**config.mk**
```make
export PLATFORM = sky130hd
export DESIGN_NAME = sdi_output_path_config
export DESIGN_NICKNAME = d
export VERILOG_FILES = /design/src/secondary_coax_output_cfg_pkg.sv /design/src/sdi_output_path_config.sv
export SDC_FILE = /design/constraint.sdc
export NUM_CORES = 1
export LEC_CHECK = 0
export ABC_AREA = 1
export BUFFER_PORTS_ARGS = -buffer_cell sky130_fd_sc_hd__buf_2
export CORE_MARGIN = 2
export CORE_UTILIZATION = 47
export CTS_BUF_LIST = sky130_fd_sc_hd__clkbuf_8
export DETAILED_ROUTE_END_ITERATION = 8
export MAX_ROUTING_LAYER = met4
export PLACE_DENSITY_LB_ADDON = 0.08
export RECOVER_POWER = 25
export SYNTH_ARGS = -nofsm -noshare
export SYNTH_HDL_FRONTEND = slang
export SYNTH_SLANG_ARGS = --single-unit
```
**constraint.sdc**
```tcl
create_clock -name core_clk -period 4.15 [get_ports core_clk]
set_input_delay 0.2075 -clock core_clk [delete_from_list [all_inputs] [get_ports core_clk]]
set_output_delay 0.2075 -clock core_clk [all_outputs]
set_load 0.005 [all_outputs]
```
**src/secondary_coax_output_cfg_pkg.sv**
```systemverilog
// Behaviour
// - output-function strap picks equalizer/reclocker bypass
// - floating strap: reclocker on; equalizer on in receive mode only
// - receive: high/resistor/low select bypass combinations
// - drive: resistor/low bypass reclocker, fixed boost
// - override bits replace strap bypass choice
// - bidir drives in drive mode; secondary always
// - amplitude strap scales coax swing around nominal
// - registers override amplitude strap and nominal
// - drive mode auto pre-emphasis at 12G, 6G
// - secondary output pre-emphasis off by default
// - pre-emphasis amount and manual enable by register
// - edge rate auto from rate; 12G fastest
// - polarity inversion on all three outputs
// - host output: equalized data or loop-back
// - receive mode host output always enabled
// - receive: host strap sets swing and de-emphasis
// - drive: host output 570 mV, -0.4 dB default
// - registers override host swing, de-emphasis independently
package secondary_coax_output_cfg_pkg;
    // ************************************************************
    // four-level strap codes
    // ************************************************************
    localparam logic [1:0] LVL_HIGH = 2'h0;
    localparam logic [1:0] LVL_FLOAT = 2'h1;
    localparam logic [1:0] LVL_RES = 2'h2;
    localparam logic [1:0] LVL_LOW = 2'h3;

    // ************************************************************
    // detected rates and edge-rate codes (0 = fastest)
    // ************************************************************
    localparam logic [2:0] RATE_12G = 3'h0;
    localparam logic [2:0] RATE_6G = 3'h1;
    localparam logic [2:0] RATE_3G = 3'h2;
    localparam logic [2:0] RATE_1G5 = 3'h3;
    localparam logic [2:0] RATE_SD = 3'h4;
    localparam logic [2:0] EDGE_SLOWEST = 3'h4;

    // ************************************************************
    // swings in mV, de-emphasis magnitude in tenths of dB
    // ************************************************************
    localparam int COAX_NOMINAL_MV = 800;
    localparam logic [9:0] HOST_MV_HIGH = 10'h190;
    localparam logic [9:0] HOST_MV_FLOAT = 10'h23A;
    localparam logic [9:0] HOST_MV_RES = 10'h294;
    localparam logic [9:0] HOST_MV_LOW = 10'h33E;
    localparam logic [5:0] HOST_DEM_HIGH = 6'h00;
    localparam logic [5:0] HOST_DEM_FLOAT = 6'h04;
    localparam logic [5:0] HOST_DEM_RES = 6'h15;
    localparam logic [5:0] HOST_DEM_LOW = 6'h2C;
endpackage

```
**src/sdi_output_path_config.sv**
```systemverilog
`timescale 1ns/1ps
`default_nettype none
module sdi_output_path_config #(
    parameter int SWING_W = 10,
    parameter int PRE_W = 4
) (
    input wire logic core_clk,
    input wire logic rst,
    // pins, asynchronous to core_clk
    input wire logic direction_mode_select,
    input wire logic [1:0] out_function_strap,
    input wire logic [1:0] coax_amplitude_select,
    input wire logic [1:0] host_link_strap,
    input wire logic host_output_enable_pin,
    // reclocker rate report, same clock
    input wire logic [2:0] detected_rate,
    input wire logic rate_valid,
    // control bits
    input wire logic bypass_override,
    input wire logic bypass_cable_eq_value,
    input wire logic bypass_reclocker_value,
    input wire logic coax_amp_override,
    input wire logic [1:0] coax_amp_value,
    input wire logic coax_nominal_override,
    input wire logic [SWING_W-1:0] coax_nominal_value,
    input wire logic preemph_auto_disable,
    input wire logic bidir_preemph_manual,
    input wire logic secondary_preemph_manual,
    input wire logic [PRE_W-1:0] preemph_amount_value,
    input wire logic [2:0] edge_rate_value,
    input wire logic invert_bidir,
    input wire logic invert_secondary,
    input wire logic invert_host,
    input wire logic host_link_override,
    input wire logic [1:0] host_link_value,
    input wire logic host_swing_override,
    input wire logic [9:0] host_swing_value,
    input wire logic host_deemph_override,
    input wire logic [5:0] host_deemph_value,
    // resolved configuration
    output logic drive_mode,
    output logic cable_eq_enable,
    output logic host_link_strap_level_enable,
    output logic reclocker_bypass,
    output logic fixed_boost_mode,
    output logic [1:0] host_link_strap_level,
    output logic bidir_drive_enable,
    output logic secondary_drive_enable,
    output logic [SWING_W:0] coax_swing_mv,
    output logic bidir_preemph_enable,
    output logic secondary_preemph_enable,
    output logic [PRE_W-1:0] preemph_amount,
    output logic [2:0] coax_edge_rate,
    output logic bidir_invert,
    output logic secondary_invert,
    output logic host_invert,
    output logic host_loopback_select,
    output logic host_output_enable,
    output logic [9:0] host_swing_mv,
    output logic [5:0] host_deemph_tenth_db
);
    if (SWING_W < 10) begin : g_chk
        $error("SWING_W must hold the nominal coax swing");
    end
    if (PRE_W < 1) begin : g_chk_pre
        $error("PRE_W must be at least one bit");
    end

    // ************************************************************
    // pin synchronisers
    // ************************************************************
    logic dir_meta, dir_sync, oe_meta, oe_sync;
    logic [1:0] ofs_meta, ofs_sync, amp_meta, amp_sync;
    logic [1:0] hls_meta, hls_sync;

    always_ff @(posedge core_clk) begin
        dir_meta <= direction_mode_select;
        dir_sync <= dir_meta;
        oe_meta <= host_output_enable_pin;
        oe_sync <= oe_meta;
        ofs_meta <= out_function_strap;
        ofs_sync <= ofs_meta;
        amp_meta <= coax_amplitude_select;
        amp_sync <= amp_meta;
        hls_meta <= host_link_strap;
        hls_sync <= hls_meta;
    end

    // ************************************************************
    // functions
    // ************************************************************
    function automatic logic [1:0] pick(input logic ovr,
                                        input logic [1:0] reg_val,
                                        input logic [1:0] strap);
        pick = ovr ? reg_val : strap;
    endfunction

    function automatic logic [SWING_W:0] scale(input logic [SWING_W:0] n,
                                               input logic [1:0] lvl);
        logic [SWING_W:0] f20;
        logic [SWING_W:0] f10;
        f20 = n / (SWING_W+1)'(20);
        f10 = n / (SWING_W+1)'(10);
        unique case (lvl)
            secondary_coax_output_cfg_pkg::LVL_HIGH: scale = n + f20;
            secondary_coax_output_cfg_pkg::LVL_RES: scale = n + f10;
            secondary_coax_output_cfg_pkg::LVL_LOW: scale = n - f20;
            default: scale = n;
        endcase
    endfunction

    // ************************************************************
    // bypass decode
    // ************************************************************
    wire logic [1:0] of_lvl = ofs_sync;
    wire logic of_high = (of_lvl == secondary_coax_output_cfg_pkg::LVL_HIGH);
    wire logic of_res = (of_lvl == secondary_coax_output_cfg_pkg::LVL_RES);
    wire logic of_low = (of_lvl == secondary_coax_output_cfg_pkg::LVL_LOW);
    // receive: high/resistor bypass cable eq, resistor/low reclocker
    wire logic strap_eq_byp = of_high | of_res;
    wire logic strap_rc_byp = of_res | of_low;
    wire logic eq_byp = bypass_override ? bypass_cable_eq_value
                                        : strap_eq_byp;
    wire logic rc_byp = bypass_override ? bypass_reclocker_value
                                        : strap_rc_byp;
    wire logic [1:0] hl_lvl = pick(host_link_override, host_link_value,
                                   hls_sync);

    // ************************************************************
    // coax amplitude, pre-emphasis, edge rate
    // ************************************************************
    localparam logic [SWING_W:0] NOM_DEF =
        (SWING_W+1)'(secondary_coax_output_cfg_pkg::COAX_NOMINAL_MV);
    wire logic [SWING_W:0] nominal = coax_nominal_override
        ? {1'b0, coax_nominal_value} : NOM_DEF;
    wire logic [1:0] amp_lvl = pick(coax_amp_override, coax_amp_value,
                                    amp_sync);
    wire logic [SWING_W:0] next_coax_swing =
        scale(nominal, amp_lvl);

    wire logic uhd_rate = rate_valid &&
        (detected_rate == secondary_coax_output_cfg_pkg::RATE_12G ||
         detected_rate == secondary_coax_output_cfg_pkg::RATE_6G);
    wire logic auto_pre = dir_sync & ~rc_byp & uhd_rate
                          & ~preemph_auto_disable;
    wire logic next_bidir_pre = auto_pre | bidir_preemph_manual;
    wire logic next_sec_pre = secondary_preemph_manual;

    wire logic rate_known = rate_valid &&
        detected_rate <= secondary_coax_output_cfg_pkg::RATE_SD;
    wire logic [2:0] auto_edge = rate_known ? detected_rate
                               : secondary_coax_output_cfg_pkg::EDGE_SLOWEST;
    // no rate is recovered in bypass, so software owns the edge code
    wire logic [2:0] next_edge = rc_byp ? edge_rate_value
                                        : auto_edge;

    // ************************************************************
    // host output swing and de-emphasis
    // ************************************************************
    logic [9:0] tbl_mv;
    logic [5:0] tbl_dem;
    always_comb begin
        unique case (hl_lvl)
            secondary_coax_output_cfg_pkg::LVL_HIGH: begin
                tbl_mv = secondary_coax_output_cfg_pkg::HOST_MV_HIGH;
                tbl_dem = secondary_coax_output_cfg_pkg::HOST_DEM_HIGH;
            end
            secondary_coax_output_cfg_pkg::LVL_FLOAT: begin
                tbl_mv = secondary_coax_output_cfg_pkg::HOST_MV_FLOAT;
                tbl_dem = secondary_coax_output_cfg_pkg::HOST_DEM_FLOAT;
            end
            secondary_coax_output_cfg_pkg::LVL_RES: begin
                tbl_mv = secondary_coax_output_cfg_pkg::HOST_MV_RES;
                tbl_dem = secondary_coax_output_cfg_pkg::HOST_DEM_RES;
            end
            default: begin
                tbl_mv = secondary_coax_output_cfg_pkg::HOST_MV_LOW;
                tbl_dem = secondary_coax_output_cfg_pkg::HOST_DEM_LOW;
            end
        endcase
    end
    wire logic [9:0] mode_mv = dir_sync ? secondary_coax_output_cfg_pkg::HOST_MV_FLOAT
                                        : tbl_mv;
    wire logic [5:0] mode_dem = dir_sync ? secondary_coax_output_cfg_pkg::HOST_DEM_FLOAT
                                         : tbl_dem;
    // each field has its own override so they program independently
    wire logic [9:0] next_host_mv = host_swing_override ? host_swing_value
                                                        : mode_mv;
    wire logic [5:0] next_host_dem = host_deemph_override
        ? host_deemph_value : mode_dem;

    // ************************************************************
    // output registers
    // ************************************************************
    always_ff @(posedge core_clk) begin
        if (rst) begin
            drive_mode <= 1'b0;
            cable_eq_enable <= 1'b1;
            host_link_strap_level_enable <= 1'b0;
            reclocker_bypass <= 1'b0;
            fixed_boost_mode <= 1'b0;
            host_link_strap_level <= secondary_coax_output_cfg_pkg::LVL_FLOAT;
            bidir_drive_enable <= 1'b0;
            secondary_drive_enable <= 1'b1;
            coax_swing_mv <= NOM_DEF;
            bidir_preemph_enable <= 1'b0;
            secondary_preemph_enable <= 1'b0;
            preemph_amount <= '0;
            coax_edge_rate <= secondary_coax_output_cfg_pkg::EDGE_SLOWEST;
            bidir_invert <= 1'b0;
            secondary_invert <= 1'b0;
            host_invert <= 1'b0;
            host_loopback_select <= 1'b0;
            host_output_enable <= 1'b1;
            host_swing_mv <= secondary_coax_output_cfg_pkg::HOST_MV_FLOAT;
            host_deemph_tenth_db <= secondary_coax_output_cfg_pkg::HOST_DEM_FLOAT;
        end else begin
            drive_mode <= dir_sync;
            cable_eq_enable <= ~dir_sync & ~eq_byp;
            host_link_strap_level_enable <= dir_sync;
            reclocker_bypass <= rc_byp;
            fixed_boost_mode <= dir_sync & rc_byp;
            host_link_strap_level <= hl_lvl;
            bidir_drive_enable <= dir_sync;
            secondary_drive_enable <= 1'b1;
            coax_swing_mv <= next_coax_swing;
            bidir_preemph_enable <= next_bidir_pre;
            secondary_preemph_enable <= next_sec_pre;
            preemph_amount <= preemph_amount_value;
            coax_edge_rate <= next_edge;
            bidir_invert <= invert_bidir;
            secondary_invert <= invert_secondary;
            host_invert <= invert_host;
            host_loopback_select <= dir_sync;
            host_output_enable <= ~dir_sync | oe_sync;
            host_swing_mv <= next_host_mv;
            host_deemph_tenth_db <= next_host_dem;
        end
    end
endmodule
`default_nettype wire

```
# After elaboration in Yosys (flattened, before gate mapping)
# Index checks and enable logic that the tools add are counted.
[word_totals] ff_bits=62 inputBits=65 out_inout_bits=50 word_cells=73
[op_classes] addsub=3 n_div=2 order_cmp=1 eq_ne=7 n_mux=14 bitwise=13 reduce_logical=7
[ops] operator="case mux 11 bit (3 select lines)" n=1
[ops] operator="2-to-1 mux 10 bit" n=3
[ops] operator="case mux 10 bit (3 select lines)" n=1
[ops] operator="adder 10 x 11 -> 11 bit" n=2
[ops] operator="case mux 6 bit (3 select lines)" n=1
[ops] operator="2-to-1 mux 6 bit" n=2
[ops] operator="divider 11 x 4 -> 11 bit (second input constant)" n=1
[ops] operator="divider 11 x 5 -> 11 bit (second input constant)" n=1
[ops] operator="subtractor 10 x 11 -> 11 bit" n=1
[ops] operator="== test 2 bit (second input constant)" n=5
[ops] operator="logical NOT 2 bit" n=3
[ops] operator="2-to-1 mux 3 bit" n=2
[ops] operator="bitwise AND 1 bit" n=5
[ops] operator="2-to-1 mux 2 bit" n=2
[ops] operator="NOT 1 bit" n=4
[ops] operator="bitwise OR 1 bit" n=4
[ops] operator="== test 3 x 1 -> 1 bit (second input constant)" n=1
[ops] operator="<= comparator 3 bit (second input constant)" n=1
[ops] operator="logical NOT 3 bit" n=1
[ops] operator="== test 2 x 1 -> 1 bit (second input constant)" n=1
[ops] operator="logical AND 1 bit" n=2
[ops] operator="2-to-1 mux 1 bit" n=2
[ops] operator="logical OR 1 bit" n=1

# Longest topological paths before layout
[logic_depth] depth_word=8 mapped_depth=47 ltp_nobuf=47

# Worst setup path after synthesis
# OpenSTA, ideal clock, no wires.
[synth_timing] kind="input-to-reg" from="input port coax_nominal_value[9]" to="register coax_swing_mv[9]" setup_time_ns=0.133 arrival_ns=4.235 t_required_ns=4.017 setup_slack_ns=-0.218 cell_stages=43 n_path_buf=0 path_cell_list="inv_1 -> nand2_1 -> nand3_2 -> nand2_1 -> o211ai_2 -> nand2_2 -> nand2_4 -> nand2_1 -> nand2_1 -> inv_2 -> nand2_4 -> nand2_4 -> nand2_1 -> nand3_2 -> nand2_4 -> nand2_4 -> nand2_1 -> nand2_1 -> [7 not listed] -> o211ai_1 -> ha_1 -> a21oi_1 -> nand2_1 -> a21oi_1 -> inv_1 -> a21oi_1 -> nor2_1 -> nor2_1 -> inv_1 -> a21oi_1 -> inv_1 -> nand2_1 -> inv_1 -> nor2_1 -> o21bai_1 -> o21ai_0 -> nand3_1"
[synth_between] elab_chain_cells=4 elab_cells_between_ends=7 cone_classes="add/sub: 3; div: 2; mux: 2"
[synth_lines] item="start: declaration" line="sdi_output_path_config.sv:25" rtl="input wire logic [SWING_W-1:0] coax_nominal_value,"
[synth_lines] item="2-to-1 mux 10 bit (*)" line="sdi_output_path_config.sv:135" rtl="? {1'b0, coax_nominal_value} : NOM_DEF;"
[synth_lines] item="divider 11 x 5 -> 11 bit / divider 11 x 4 -> 11 bit (equally long branches)" line="sdi_output_path_config.sv:102, sdi_output_path_config.sv:103"
[synth_lines] item="subtractor 10 x 11 -> 11 bit, or another cell as far along" line="sdi_output_path_config.sv:107" rtl="secondary_coax_output_cfg_pkg::LVL_LOW: scale = n - f20;"
[synth_lines] item="case mux 11 bit (3 select lines) (*)" line="sdi_output_path_config.sv:104" rtl="unique case (lvl)"
[synth_lines] item="end signal: assignment" line="sdi_output_path_config.sv:226" rtl="coax_swing_mv <= next_coax_swing;"
[synth_lines] item="end: declaration" line="sdi_output_path_config.sv:49" rtl="output logic [SWING_W:0] coax_swing_mv,"
# Every way passes the cells marked *; elsewhere a longest branch is shown, timed or not.
# A chain may end at the register's enable or synchronous reset.

# Final worst setup path
[layout_timing] from="input port coax_nominal_value[8]" to="register coax_swing_mv[9]"
# The elaborated chain is that of the path after synthesis.

==> results.sh <==
export IMPL_path_buf_inv=8
export IMPL_fp_coreArea_mm2=0.006719
export IMPL_cp_slowest_cell="ha_1"
export IMPL_grt_pass1_vias=2960
export IMPL_use_met1=0.2600
export IMPL_synthArstFlopShare=0
export IMPL_drv_cap=0
export IMPL_cp_top_family="simple AND/OR/NAND/NOR gates"
export IMPL_synth_cell_type_count=40
export IMPL_antenna_found_initial=0
export IMPL_p_per_area_mw_per_mm2=435.7
export IMPL_max_freq_ghz=0.2375
export IMPL_drc=0
export IMPL_avgViaCountPerCell=4.820
export IMPL_clk_pin_slew_ps=70
export IMPL_power_total_mw=2.068
export IMPL_cp_data_arrival_time_ps=4410
export IMPL_cp_end_kind="flop"
export IMPL_ys_flop_type="dfxtp_1"
export IMPL_synth_seq_cells=62
export IMPL_cts_root_buf="clkbuf_8"
export IMPL_post_dp_hpwl_um=6120
export IMPL_ios=115
export IMPL_final_nets=681
export IMPL_cts_tree="done"
export IMPL_finClkSkew_ps=6.414
export IMPL_syn_nets=510
export IMPL_max_stage_delay_ps=360
export IMPL_hold_class="primary input to flop"
export IMPL_wire_per_inst_um=11.99
export IMPL_worstPathRequired_ps=4350
export IMPL_synth_cells=429
export IMPL_routed_wl_um=8214
export IMPL_path_common_cell="nand2_4"
export IMPL_route_vias_total=3302
export IMPL_rsz0062_at_grt="true"
export IMPL_drive_above_1_share=0.4298
export IMPL_period_share=1.015
export IMPL_layout_min_cycle_time_ps=4211
export IMPL_violations="negative setup slack"
export IMPL_crit_path_start_kind="primary input"
export IMPL_first_pass_iters=4
export IMPL_worstMarginPinSlew_ps=568.3
export IMPL_path_class="primary input to flop"
export IMPL_synth_top_area_cell="dfxtp_1"
export IMPL_ys_seq_area_frac=0.3864
export IMPL_slew_headroom=0.6207
export IMPL_layout_common_cells="buf_2, nand2_1, inv_1"
export IMPL_synth_area_top_cells="dfxtp_1, nand2_1, inv_1"
export IMPL_portBuffers=113
export IMPL_die_x_um=86.67
export IMPL_area_growth_pct=47.80
export IMPL_clock_sinks=62
export IMPL_grt_max_degree=24
export IMPL_syn_avg_cell_area_um2=7.487
export IMPL_track_usage=0.2174
export IMPL_dpl_worst_slack_ps=-541.7
export IMPL_critPathMaxFanout=5
export IMPL_hold_viol_final=0
export IMPL_use_met2=0.3664
export IMPL_layout_setup_ws_ps=-61.13
export IMPL_netlist_area_leader_share=0.3864
export IMPL_cts_buffers=9
export IMPL_final_common_cell="buf_2"
export IMPL_die_area_mm2=0.007511
export IMPL_yosysWarnings=0
export IMPL_vdd_drop_max_uv=359.1
export IMPL_fp_dieH_um=86.67
export IMPL_grt_pass1_wl_um=12700
export IMPL_clockBufferDepth=2
export IMPL_clk_latency_ps=330
export IMPL_drtAntennaViolNets=0
export IMPL_grt_use_met3=0.04667
export IMPL_rows=30
export IMPL_setup_violations=1
export IMPL_start_util=0.4780
export IMPL_synth_edff_count=0
export IMPL_grt_overflow_total=0
export IMPL_leakage_nw=2.580
export IMPL_slew_violations=0
export IMPL_outcome="finished with violations"
export IMPL_cts_htree_levels=3
export IMPL_grt_busiest_layer="met2"
export IMPL_synth_area_mm2=0.003212
export IMPL_num_fill_cells=582
export IMPL_drtIter0Drc=123
export IMPL_diodes=0
export IMPL_place_gp_congestion=0.9106
metrics by stage:
| step | hold slack [ps] | TNS (ps) | util | area, um2 | cells |
|---|---|---|---|---|---|
| after global placement | 309.2 | -1322 | 0.6231 | 4187 | 651 |
| after CTS | 44.68 | 0 | 0.6723 | 4517 | 676 |
| final | 54.94 | -61.13 | 0.7065 | 4747 | 685 |
| after detailed placement | 311.5 | -1718 | 0.6231 | 4187 | 651 |
| after floorplan | 235.2 | -50.37 | - | 3301 | 429 |
| after global routing | 54.40 | -925.4 | 0.7065 | 4747 | 685 |
cell usage after synthesis, drive strengths merged, types with 4 or more instances:
master  number
dfxtp       62
a21oi       24
nand2      105
xor2         5
or2          4
o21ai       23
nand4        8
inv         75
o211ai       7
nor2        39
ha          15
nand3       33
buf          6
timing repair:
action / 4_1_cts / 5_1_grt
gates resized for setup: 8 / 43
setup buffers: 1 / 9
cloned: 0 / 0
setup endpoints to repair: 3 / 5
hold buffers: 8 / 0
hold endpoints to repair: 8 / 0
pin swaps: 7 / 20
final cells by class:
class | count | area [um2] | share of cell area
well taps | 80 | 100.1 | 0.02109
flip-flops and latches | 62 | 1241 | 0.2615
repair buffers | 169 | 1059 | 0.2230
clock buffers | 9 | 123.9 | 0.02609
clock inverters | 7 | 97.59 | 0.02056
inverters | 77 | 301.5 | 0.06352
multi-input cells | 281 | 1824 | 0.3843
worst reg2reg max path, stage by stage, from the launching register on:
cell and delay (ps):
dfxtp_1 310, nand2_1 50, nand2_1 210, inv_1 150
nor2_1 160, inv_1 120, nand3_1 100, o211ai_1 100
ha_1 360, a21oi_2 140, nand2_1 90, a21oi_2 110
inv_1 60, a21oi_2 150, nor2_1 60, nor2_1 90
inv_1 50, a21oi_2 110, inv_1 70, nand2_1 70
inv_2 40, nor2_2 70, o21bai_1 90, o21ai_1 190
nand3_1 100
metal layers:
layer | up-vias | share of wire
li1 | 1706 | -
met1 | 1493 | 0.43
met2 | 91 | 0.51
met3 | 12 | 0.045
met4 | 0 | 0.012
met5 | - | 0
cells by family (layout without fill, tap and decap cells):
kind of cell | after synthesis | in the layout | synth area share
simple gates | 192 | 192 | 0.2898
compound gates | 65 | 65 | 0.1262
other cells | 1 | 1 | 0.001168
mux | 1 | 1 | 0.007012
buf+inv | 86 | 262 | 0.1083
fa+ha+maj | 16 | 16 | 0.06467
xor+xnor | 6 | 6 | 0.01636
flops | 62 | 62 | 0.3864
final timing paths:
path / start / endpoint / slack (ps) / depth (start not counted)
max: coax_nominal_value[8] / coax_swing_mv[9]$_SDFF_PP1_ / -60 / 44
min: host_swing_value[4] / host_swing_mv[4]$_SDFF_PP1_ / 50 / 2
max reg2reg: amp_sync[1]$_DFF_P_ / coax_swing_mv[9]$_SDFF_PP1_ / 990 / 24
min reg2reg: hls_meta[1]$_DFF_P_ / hls_sync[1]$_DFF_P_ / 330 / 0
power breakdown:
| part | internal (mW) | switching, mW |
|---|---|---|
| clock | 0.340 | 0.242 |
| combinational | 0.394 | 0.435 |
| sequential | 0.646 | 0.0120 |
| total | 1.38 | 0.689 |
state kept, by name (all words and copies together) (netlist names), 2 cells and up:
name                   count
amp_sync                   2
hls_meta                   2
host_swing_mv             10
ofs_meta                   2
of_lvl                     2
preemph_amount             4
coax_edge_rate             3
coax_swing_mv             11
hls_sync                   2
amp_meta                   2
host_deemph_tenth_db       6
host_link_strap_level      2
No activity file was read; power rests on OpenSTA's default activity.
